File: src/rtl/ssrwg_consts.svh
// Named constants of the supervisor reset and write guard block.
// Assumes inclusion by bare name from the package and the top module.
`ifndef SSRWG_CONSTS_SVH
`define SSRWG_CONSTS_SVH

// Clock rate and hold times, in MHz and microseconds.
`define SSRWG_CLK_MHZ      10
`define SSRWG_HOLD0_US     50000
`define SSRWG_HOLD1_US     100000
`define SSRWG_HOLD2_US     200000
`define SSRWG_HOLD3_US     400000
`define SSRWG_CNT_W        23

// Wishbone register byte offsets.
`define SSRWG_ADR_W        4
`define SSRWG_ADR_CTRL     4'h0
`define SSRWG_ADR_STATUS   4'h4
`define SSRWG_ADR_MASK     4'h8
`define SSRWG_ADR_LIVE     4'hC

// Control register fields.
`define SSRWG_CTRL_W       4
`define SSRWG_CTRL_RST     4'h0
`define SSRWG_CTRL_HOLD_LO 0
`define SSRWG_CTRL_HOLD_HI 1
`define SSRWG_CTRL_BP_LO   2
`define SSRWG_CTRL_BP_HI   3
`define SSRWG_BP_OPEN      2'h0

// Event bits of the status and mask registers.
`define SSRWG_EV_W         4
`define SSRWG_EV_RST       4'h0
`define SSRWG_EV_RESET     0
`define SSRWG_EV_FAIL2     1
`define SSRWG_EV_FAIL3     2
`define SSRWG_EV_REFUSE    3

// Pin input positions in the synchronised vector.
`define SSRWG_NPIN         5
`define SSRWG_PIN_SUP      0
`define SSRWG_PIN_MON2     1
`define SSRWG_PIN_MON3     2
`define SSRWG_PIN_MAN      3
`define SSRWG_PIN_WP       4
`define SSRWG_PIN_RST      5'h00

`endif

File: src/rtl/ssrwg_pkg.sv
// Types shared by the supervisor reset and write guard block.
// Assumes the constants header is on the include path.
`default_nettype none
`include "ssrwg_consts.svh"

package ssrwg_pkg;

	typedef enum logic [1:0] {
		ST_ASSERT = 2'h0,
		ST_HOLD   = 2'h1,
		ST_RUN    = 2'h3
	} ssrwg_state_t;

	typedef struct packed {
		logic valid;
		logic nonvolatile;
	} ssrwg_wr_req_t;

	typedef struct packed {
		logic grant;
		logic refuse;
	} ssrwg_wr_resp_t;

endpackage : ssrwg_pkg

`default_nettype wire

File: src/rtl/ssrwg_top.sv
// Supervisor reset sequencer, fail indicators and write guard with a Wishbone slave.
// Assumes one 10 MHz clock, a synchronous active-high reset and comparator results on pins.
`timescale 1ns/1ps
`default_nettype none
`include "ssrwg_consts.svh"

// What this block does
// - Supply reset goes high, open drain, whenever supply is below first threshold.
// - After power-up the supply reset stays high for the selected hold time.
// - Hold duration is chosen by two hold-time bits of the control register.
// - Manual reset request high starts a reset cycle, driving supply reset high.
// - After manual request falls, supply reset stays high for the hold time.
// - Second fail indicator follows second monitor comparison, without hold delay.
// - Third fail indicator follows third monitor comparison, without hold delay.
// - Write-protect high refuses every nonvolatile write.
// - Write-protect with block-protect nonzero refuses all writes, wiper updates included.
// - Write-protect defaults inactive, so protection is off when floating.
// - Manual request forces supply reset high regardless of supply comparison.
module ssrwg_top #(
	parameter int unsigned HOLD0_US = `SSRWG_HOLD0_US,
	parameter int unsigned HOLD1_US = `SSRWG_HOLD1_US,
	parameter int unsigned HOLD2_US = `SSRWG_HOLD2_US,
	parameter int unsigned HOLD3_US = `SSRWG_HOLD3_US,
	parameter int unsigned CNT_W    = `SSRWG_CNT_W
) (
	input  wire logic                    clk_i,
	input  wire logic                    rst_i,
	input  wire logic                    wb_cyc_i,
	input  wire logic                    wb_stb_i,
	input  wire logic                    wb_we_i,
	input  wire logic [`SSRWG_ADR_W-1:0] wb_adr_i,
	input  wire logic [3:0]              wb_sel_i,
	input  wire logic [31:0]             wb_dat_i,
	output logic      [31:0]             wb_dat_o,
	output logic                         wb_ack_o,
	input  wire logic                    supply_below_trip_i,
	input  wire logic                    second_monitor_input_i,
	input  wire logic                    third_monitor_input_i,
	input  wire logic                    manual_reset_request_i,
	input  wire logic                    write_protect_i,
	input  wire ssrwg_pkg::ssrwg_wr_req_t  wr_req_i,
	output ssrwg_pkg::ssrwg_wr_resp_t      wr_resp_o,
	output logic                         supply_reset_o,
	output logic                         supply_reset_out_o,
	output logic                         supply_reset_oe_o,
	output logic                         second_fail_indicator_o,
	output logic                         second_fail_out_o,
	output logic                         second_fail_oe_o,
	output logic                         third_fail_indicator_o,
	output logic                         third_fail_out_o,
	output logic                         third_fail_oe_o,
	output logic                         irq_o
);
	import ssrwg_pkg::*;

	localparam logic [CNT_W-1:0] HOLD0_LIM = CNT_W'(HOLD0_US * `SSRWG_CLK_MHZ - 1);
	localparam logic [CNT_W-1:0] HOLD1_LIM = CNT_W'(HOLD1_US * `SSRWG_CLK_MHZ - 1);
	localparam logic [CNT_W-1:0] HOLD2_LIM = CNT_W'(HOLD2_US * `SSRWG_CLK_MHZ - 1);
	localparam logic [CNT_W-1:0] HOLD3_LIM = CNT_W'(HOLD3_US * `SSRWG_CLK_MHZ - 1);

	logic [`SSRWG_NPIN-1:0]   sync1_r;
	logic [`SSRWG_NPIN-1:0]   sync2_r;
	logic [`SSRWG_NPIN-1:0]   sync3_r;
	logic [`SSRWG_NPIN-1:0]   pin_r;
	logic [`SSRWG_CTRL_W-1:0] control_register_r;
	logic [`SSRWG_EV_W-1:0]   status_r;
	logic [`SSRWG_EV_W-1:0]   status_nxt;
	logic [`SSRWG_EV_W-1:0]   mask_r;
	logic [`SSRWG_EV_W-1:0]   event_w;
	logic [`SSRWG_EV_W-1:0]   live_w;
	ssrwg_state_t             state_r;
	ssrwg_state_t             state_nxt;
	logic [CNT_W-1:0]         hold_cnt_r;
	logic [CNT_W-1:0]         hold_lim;
	logic [1:0]               hold_sel;
	logic [1:0]               block_protect;
	logic                     reset_req;
	logic                     reset_r;
	logic                     reset_prev_r;
	logic                     fail2_r;
	logic                     fail3_r;
	logic                     ack_r;
	logic [31:0]              dat_r;
	logic                     bus_take;
	logic                     bus_wr;
	logic                     bus_rd_status;

	// Pins come from the analogue side, so each passes three flops and a change
	// is accepted only once the second and third stages agree.
	always_ff @(posedge clk_i) begin
		if (rst_i) begin
			sync1_r <= `SSRWG_PIN_RST;
			sync2_r <= `SSRWG_PIN_RST;
			sync3_r <= `SSRWG_PIN_RST;
		end else begin
			sync1_r <= {write_protect_i, manual_reset_request_i, third_monitor_input_i,
				second_monitor_input_i, supply_below_trip_i};
			sync2_r <= sync1_r;
			sync3_r <= sync2_r;
		end
	end

	// A floating write-protect pin reads as inactive from reset onward.
	always_ff @(posedge clk_i) begin
		if (rst_i) begin
			pin_r <= `SSRWG_PIN_RST;
		end else begin
			for (int i = 0; i < `SSRWG_NPIN; i++) begin
				if (sync2_r[i] == sync3_r[i]) begin
					pin_r[i] <= sync3_r[i];
				end
			end
		end
	end

	assign hold_sel      = control_register_r[`SSRWG_CTRL_HOLD_HI:`SSRWG_CTRL_HOLD_LO];
	assign block_protect = control_register_r[`SSRWG_CTRL_BP_HI:`SSRWG_CTRL_BP_LO];
	assign reset_req     = pin_r[`SSRWG_PIN_SUP] | pin_r[`SSRWG_PIN_MAN];

	always_comb begin
		case (hold_sel)
			2'h0:    hold_lim = HOLD0_LIM;
			2'h1:    hold_lim = HOLD1_LIM;
			2'h2:    hold_lim = HOLD2_LIM;
			default: hold_lim = HOLD3_LIM;
		endcase
	end

	// A brown-out restarts the full hold as well, so the host never leaves reset
	// on a supply that has only just recovered.
	always_comb begin
		state_nxt = state_r;
		case (state_r)
			ST_ASSERT: begin
				if (!reset_req) begin
					state_nxt = ST_HOLD;
				end
			end
			ST_HOLD: begin
				if (reset_req) begin
					state_nxt = ST_ASSERT;
				end else if (hold_cnt_r == hold_lim) begin
					state_nxt = ST_RUN;
				end
			end
			ST_RUN: begin
				if (reset_req) begin
					state_nxt = ST_ASSERT;
				end
			end
			default: state_nxt = ST_ASSERT;
		endcase
	end

	always_ff @(posedge clk_i) begin
		if (rst_i) begin
			state_r <= ST_HOLD;
			reset_r <= 1'b1;
		end else begin
			state_r <= state_nxt;
			reset_r <= (state_nxt != ST_RUN);
		end
	end

	// Software should change the hold select only outside a hold: a limit lowered
	// below the running count lets the counter run on until it wraps.
	always_ff @(posedge clk_i) begin
		if (rst_i || state_r != ST_HOLD || reset_req) begin
			hold_cnt_r <= '0;
		end else if (hold_cnt_r != hold_lim) begin
			hold_cnt_r <= hold_cnt_r + CNT_W'(1);
		end
	end

	// The fail indicators skip the hold sequencer entirely.
	always_ff @(posedge clk_i) begin
		if (rst_i) begin
			fail2_r <= 1'b0;
			fail3_r <= 1'b0;
		end else begin
			fail2_r <= pin_r[`SSRWG_PIN_MON2];
			fail3_r <= pin_r[`SSRWG_PIN_MON3];
		end
	end

	// Open-drain pins: the driver pulls low only while the level is low.
	assign supply_reset_o          = reset_r;
	assign supply_reset_out_o      = 1'b0;
	assign supply_reset_oe_o       = ~reset_r;
	assign second_fail_indicator_o = fail2_r;
	assign second_fail_out_o       = 1'b0;
	assign second_fail_oe_o        = ~fail2_r;
	assign third_fail_indicator_o  = fail3_r;
	assign third_fail_out_o        = 1'b0;
	assign third_fail_oe_o         = ~fail3_r;

	// Write guard answers in the same cycle as the request.
	always_comb begin
		wr_resp_o = '0;
		if (wr_req_i.valid) begin
			if (pin_r[`SSRWG_PIN_WP] && block_protect != `SSRWG_BP_OPEN) begin
				wr_resp_o.refuse = 1'b1;
			end else if (pin_r[`SSRWG_PIN_WP] && wr_req_i.nonvolatile) begin
				wr_resp_o.refuse = 1'b1;
			end else begin
				wr_resp_o.grant = 1'b1;
			end
		end
	end

	assign bus_take      = wb_cyc_i & wb_stb_i & ~ack_r;
	assign bus_wr        = bus_take & wb_we_i & wb_sel_i[0];
	assign bus_rd_status = bus_take & ~wb_we_i & (wb_adr_i == `SSRWG_ADR_STATUS);

	always_comb begin
		event_w = '0;
		event_w[`SSRWG_EV_RESET]  = reset_r & ~reset_prev_r;
		event_w[`SSRWG_EV_FAIL2]  = pin_r[`SSRWG_PIN_MON2] & ~fail2_r;
		event_w[`SSRWG_EV_FAIL3]  = pin_r[`SSRWG_PIN_MON3] & ~fail3_r;
		event_w[`SSRWG_EV_REFUSE] = wr_resp_o.refuse;
	end

	// The previous level starts high, so leaving power-on reset raises no event.
	always_ff @(posedge clk_i) begin
		if (rst_i) begin
			reset_prev_r <= 1'b1;
		end else begin
			reset_prev_r <= reset_r;
		end
	end

	// An event in the cycle of the clearing read still lands in the register.
	assign status_nxt = (status_r & ~({`SSRWG_EV_W{bus_rd_status}})) | event_w;

	always_ff @(posedge clk_i) begin
		if (rst_i) begin
			status_r <= `SSRWG_EV_RST;
		end else begin
			status_r <= status_nxt;
		end
	end

	always_ff @(posedge clk_i) begin
		if (rst_i) begin
			control_register_r <= `SSRWG_CTRL_RST;
			mask_r             <= `SSRWG_EV_RST;
		end else if (bus_wr && wb_adr_i == `SSRWG_ADR_CTRL) begin
			control_register_r <= wb_dat_i[`SSRWG_CTRL_W-1:0];
		end else if (bus_wr && wb_adr_i == `SSRWG_ADR_MASK) begin
			mask_r <= wb_dat_i[`SSRWG_EV_W-1:0];
		end
	end

	assign live_w = {pin_r[`SSRWG_PIN_WP], fail3_r, fail2_r, reset_r};

	always_ff @(posedge clk_i) begin
		if (rst_i) begin
			ack_r <= 1'b0;
			dat_r <= '0;
		end else begin
			ack_r <= bus_take;
			if (bus_take && !wb_we_i) begin
				case (wb_adr_i)
					`SSRWG_ADR_CTRL:   dat_r <= {28'h0000000, control_register_r};
					`SSRWG_ADR_STATUS: dat_r <= {28'h0000000, status_r};
					`SSRWG_ADR_MASK:   dat_r <= {28'h0000000, mask_r};
					`SSRWG_ADR_LIVE:   dat_r <= {28'h0000000, live_w};
					default:           dat_r <= '0;
				endcase
			end
		end
	end

	assign wb_ack_o = ack_r;
	assign wb_dat_o = dat_r;
	assign irq_o    = |(status_r & mask_r);
endmodule : ssrwg_top

`default_nettype wire

File: config.mk
export PLATFORM = sky130hd
export DESIGN_NAME = ssrwg_top
export DESIGN_NICKNAME = d
export VERILOG_FILES = /design/src/rtl/ssrwg_pkg.sv /design/src/rtl/ssrwg_top.sv
export VERILOG_INCLUDE_DIRS = /design/src /design/src/rtl
export SDC_FILE = /design/constraint.sdc
export NUM_CORES = 1
export LEC_CHECK = 0
export ABC_CLOCK_PERIOD_IN_PS = 2400
export BUFFER_PORTS_ARGS = -buffer_cell sky130_fd_sc_hd__buf_4
export CAP_MARGIN = 30
export CORE_ASPECT_RATIO = 0.7
export CORE_MARGIN = 2
export CORE_UTILIZATION = 51
export CTS_CLUSTER_SIZE = 12
export DETAILED_ROUTE_END_ITERATION = 16
export GPL_TIMING_DRIVEN = 0
export MAX_ROUTING_LAYER = met4
export PLACE_DENSITY = 0.9
export SLEW_MARGIN = 5
export SYNTH_ARGS = -nofsm -noshare
export SYNTH_HDL_FRONTEND = slang
export SYNTH_SLANG_ARGS = --single-unit
File: constraint.sdc
create_clock -name clk_i -period 2.4 [get_ports clk_i]
set_clock_uncertainty 0.1 [all_clocks]
set_input_delay 0.48 -clock clk_i [delete_from_list [all_inputs] [get_ports clk_i]]
set_output_delay 0.48 -clock clk_i [all_outputs]
set_load 0.01 [all_outputs]
* Word level (Yosys, flattened, before mapping) *
Index checks and enable logic that the tools add are counted.
Widths: inputs -> output; s select.

word-level totals
  flip-flop bits (word level) = 94
  latch bits = 0
  RAM bits = 0
  bits in read-only memories = 0
  input port bits = 52
  output and inout bits = 45
  word-level logic and storage cells = 83
  memories kept = 0

cells by class
  $add $sub $neg = 1
  multipliers = 0
  div/mod/pow operators = 0
  magnitude comparators = 0
  equal/unequal tests = 16
  shift operators = 0
  multiplexer cells = 12
  bitwise operators = 21
  reductions and logical operators = 14

operators by type and width
  operator               count
  $pmux 22 s3            1
  $add 23x1->23 const B  1
  $eq 23x23->1           1
  $ne 23x23->1           1
  $pmux 4 s4             1
  $mux 2                 5
  $and 1x1->1            9
  $and 4x4->4            2
  $eq 4x4->1 const B     2
  $not 1->1              7
  $pmux 2 s3             1
  $eq 1x1->1             5
  $logic_and 1x1->1      5
  $eq 2x1->1 const B     2
  $eq 2x2->1 const B     2
  $eq 4x3->1 const B     1
  $logic_not 2->1        2
  $logic_not 4->1        1
  $mux 1                 4
  $not 4->4              1
  $or 4x4->4             1
  $reduce_or 4->1        1
  $logic_or 1x1->1       2
  $ne 2x1->1 const B     1
  other kinds (5)        5

* Logic depth before layout (Yosys ltp) *
  word-level depth = 7
  mapped depth = 7
  depth with buffers taken out = 6

* Worst setup path after synthesis *
No wires, ideal clock.

  path kind = input to register
  start = input port wb_stb_i
  end = register status_r[0]
  arrival = 1.864 ns
  setup slack = 0.308 ns
  stages on the path = 6
  cell sequence = nand3b_1 or2_2 clkbuf_1 or4b_2 a2bb2oi_1 nor2_1

between the ends
  cells in the longest elaborated chain, start to end = 7

ends and longest elaborated chain
  element                   RTL line          text
  start, declared           ssrwg_top.sv:29   input wire logic wb_stb_i,
  $and 1x1->1 (2 in a row)  ssrwg_top.sv:211  assign bus_take = wb_cyc_i & wb_stb_i & ~ack_r;
  $and 1x1->1 (2 in a row)  ssrwg_top.sv:213  assign bus_rd_status = bus_take & ~wb_we_i & (wb_adr_i == `SSRWG_ADR_STATUS);
  $not 4->4                 ssrwg_top.sv:233  assign status_nxt = (status_r & ~({`SSRWG_EV_W{bus_rd_status}})) | event_w;
  $and 4x4->4               ssrwg_top.sv:233
  $or 4x4->4                ssrwg_top.sv:233
  end signal, assigned      ssrwg_top.sv:237  status_r <= `SSRWG_EV_RST;
  end signal, assigned      ssrwg_top.sv:239  status_r <= status_nxt;
  end, declared             ssrwg_top.sv:66   logic [`SSRWG_EV_W-1:0] status_r;

No other way between the ends.
A chain may end at the register's enable or synchronous reset.

* Final worst setup path *
  start = register control_register_r[1]
  end = register hold_cnt_r[5]

between the ends
  cells in the longest elaborated chain, start to end = 3

ends and longest elaborated chain
  element                             RTL line          text
  start, declared                     ssrwg_top.sv:65   logic [`SSRWG_CTRL_W-1:0] control_register_r;
  start signal, assigned              ssrwg_top.sv:245  control_register_r <= `SSRWG_CTRL_RST;
  start signal, assigned              ssrwg_top.sv:248  control_register_r <= wb_dat_i[`SSRWG_CTRL_W-1:0];
  $eq 2x2->1 (tied with other cells)  ssrwg_top.sv:121  case (hold_sel)
  $pmux 22 s3 *                       ssrwg_top.sv:121
  $ne 23x23->1 *                      ssrwg_top.sv:170  end else if (hold_cnt_r != hold_lim) begin
  end signal, assigned                ssrwg_top.sv:171  hold_cnt_r <= hold_cnt_r + CNT_W'(1);
  end, declared                       ssrwg_top.sv:73   logic [CNT_W-1:0] hold_cnt_r;

Mark *: on every way between the ends. The rest lies on a longest branch, timed or not.

==> results.py <==
metrics = {
    "clocking": {
        "htree_levels": 3,
        "cts.sinks": 66,
        "clockBufferDepth": 2,
        "cts_setup_buffers": 0,
        "clkLatencyLatePin_ns": 0.34,
        "ctsResizeCount": 0,
        "holdBufCountCts": 0,
        "clkTransAtPathRegs_ns": 0.08,
        "cts_tree": "done",
        "cts_buffers": 9,
        "cts-root-buf": "clkbuf_8",
    },
    "yosys": {
        "synth-seq-cells": 66,
        "synth_area_per_cell_um2": 8.74,
        "synth-edff-count": 0,
        "synthTopCellsByArea": "dfxtp_1 (42%), buf_4 (7.4%), nor2b_1 (4.2%)",
        "yosysWarningCount": 0,
        "async_flop_share_pct": 0,
        "synth_cells": 361,
        "syn_area_um2": 3150,
        "synth_seq_area_share_pct": 41.9,
        "yosys.cell_types.count": 52,
        "yosysTopAreaCell": "dfxtp_1",
        "ys.flop_type": "dfxtp_1",
        "synth_top_area_share_pct": 41.9,
    },
    "layout": {
        "n_antenna_cell": 0,
        "syn2layout_area_growth_pct": 21.4,
        "n_fill_cell": 471,
        "drive_gt1_share_pct": 22.3,
        "fin_cells": 515,
        "nets": 488,
        "fin_util_pct": 65.6,
        "post-route-cell-area_um2": 3830,
    },
    "pwr": {
        "leakagePower_nw": 1.58,
        "peakVddDrop_mv": 0.617,
        "p_per_area_nw_per_um2": 585,
    },
    "floorplanning": {
        "start_util_pct": 54.0,
        "die_w_um": 98.0,
        "core_area_um2": 5840,
        "rows": 23,
        "io_pins": 97,
        "die_h_um": 69.8,
        "die_area_um2": 6840,
    },
    "detailed_routing": {
        "vias": 2757,
        "dr.pass1.iters": 5,
        "via_per_inst": 5.35,
        "ant_nets": 0,
        "drc": 0,
        "routed_wl_um": 7000,
        "wl_per_cell_um": 13.6,
        "dr.first_iter.drc_count": 246,
    },
    "critical_path": {
        "worstPathArrival_ns": 2.42,
        "start_kind": "flip-flop",
        "crit_type": "flip-flop to flip-flop",
        "crit_required_ns": 2.59,
        "worstPathMaxFanout": 10,
        "end_kind": "flip-flop",
    },
    "sta": {
        "final_max_slew_viol_count": 0,
        "setup_viol": 0,
        "max_freq_mhz": 448,
        "min_period_over_period_pct": 93.1,
        "min_period_ns": 2.23,
        "max_slew_margin_pct": 35.3,
        "fin_ws_ns": 0.166,
        "worst_slew_pin_slew_ns": 0.962,
        "rsz0062_at_grt": "false",
        "hold_viol_final": 0,
    },
    "place": {
        "dp_cells": 499,
        "gp_congestion": 0.889,
        "dpl_cell_area_um2": 3610,
        "dp_hpwl_um": 5240,
        "io_buffers": 33,
        "post-place-ws_ns": -0.0255,
    },
    "global_route": {
        "grt_max_degree": 15,
        "grt_remaining_overflow": 0,
        "globalRouteTotalUtil_pct": 20.9,
        "grt_pass1_vias": 2542,
        "antenna_found_initial": 0,
        "grt_pass1_wl_um": 11200,
    },
    "flow_run": {
        "cap_violations": 0,
    },
    "min_path": {
        "hold_path.class": "input pin to flip-flop",
    },
    "run_status": {
        "status": "finished, final reports clean",
    },
}
[metrics by stage]
step | hold WS, ns | power [mW] | TNS [ns]
after floorplan | 0.314 | 1.25 | 0
after detailed placement | 0.320 | 1.30 | -0.0255
after global placement | 0.316 | 1.29 | 0
after CTS | 0.235 | 2.25 | 0
after global routing | 0.226 | 2.33 | 0
final | 0.254 | 2.24 | 0
[final cells by class]
cell class	instances	area, um^2	share of cell area (%)
tap	75	93.8	2.45
clock inverter	7	83.8	2.19
timing repair buffer	33	248	6.47
buffer	46	298	7.78
multi-input combinational	271	1630	42.6
inverter	8	30.0	0.784
clock buffer	9	124	3.23
sequential	66	1320	34.5
[placed cells by master, fill, tap and decap left out, drive strengths merged, types with 3 or more instances in the layout]
cell type  count
and3           8
xnor2         11
and4           3
nand4          3
nand2         29
buf           66
nor2          33
o21ai         11
conb          31
nand3b         4
or3            3
inv           12
and2           3
a21oi         19
nand3         16
a31oi          4
nand2b         8
nor3           8
a22oi          8
dfxtp         66
or2            6
nor4           5
or4b           3
mux4           4
nor2b         21
clkbuf        22
mux2i          6
[report_power, final]
| group | switching (mW) | total, mW | internal, mW |
|---|---|---|---|
| Combinational | 0.0775 | 0.156 | 0.0783 |
| Sequential | 0.0105 | 1.12 | 1.11 |
| Clock | 0.464 | 0.963 | 0.499 |
| Total | 0.552 | 2.24 | 1.69 |
[Yosys cell counts, types with 3 or more instances]
library cell,number
a21oi_1,18
a22oi_1,8
a31oi_1,4
and2_1,3
and3_1,8
and4_1,3
buf_4,31
clkbuf_1,13
dfxtp_1,66
inv_1,8
mux2i_1,6
mux4_2,4
nand2_1,29
nand2b_1,8
nand3_1,16
nand3b_1,4
nand4_1,3
nor2_1,33
nor2b_1,21
nor3_1,7
nor4_1,5
o21ai_0,11
or2_2,6
or3_1,3
xnor2_1,11
[worst paths after layout]
kind	from	depth (start not counted)	endpoint	slack, ns
worst min-delay path	second_monitor_input_i	2	sync1_r[1]	0.25
worst min register to register	sync1_r[4]	1	sync2_r[4]	0.34
worst max register to register	control_register_r[1]	6	hold_cnt_r[5]	0.17
worst max-delay path	control_register_r[1]	6	hold_cnt_r[5]	0.17
[layer usage]
metal	part of all wire (%)	global-route usage [%]	wire length [um]
met2	46	32.2	3210
met5	0	-	0
met3	9.1	7.66	634
met4	0.80	5.56	56
met1	44	26.1	3110
[critical path: stages, from the launching register on]
cell	delay, ns
dfxtp_1	0.31
buf_6	0.13
or4b_1	0.49
a21oi_1	0.24
o2111ai_2	0.22
nor4_1	0.46
a221o_1	0.23
[state kept, by name (all words and copies together), names as in the netlist, 2 cells and up]
| name | flops |
|---|---|
| mask_r | 4 |
| hold_cnt_r | 23 |
| sync3_r | 5 |
| state_r | 2 |
| pin_r | 5 |
| control_register_r | 4 |
| status_r | 4 |
| sync2_r | 5 |
| wb_dat_o | 4 |
| sync1_r | 5 |
[cells by family (layout without fill, tap and decap cells)]
group | Yosys count | count (layout) | share of synthesized area, %
flops | 66 | 66 | 41.9
buf+inv | 54 | 103 | 10.4
simple gates | 160 | 160 | 27.2
mux | 10 | 10 | 4.76
compound gates | 57 | 57 | 11.9
xor+xnor | 12 | 12 | 3.33
fa+ha+maj | 1 | 1 | 0.397
other cells | 1 | 31 | 0.119
Power figures use the tool's default switching activity.
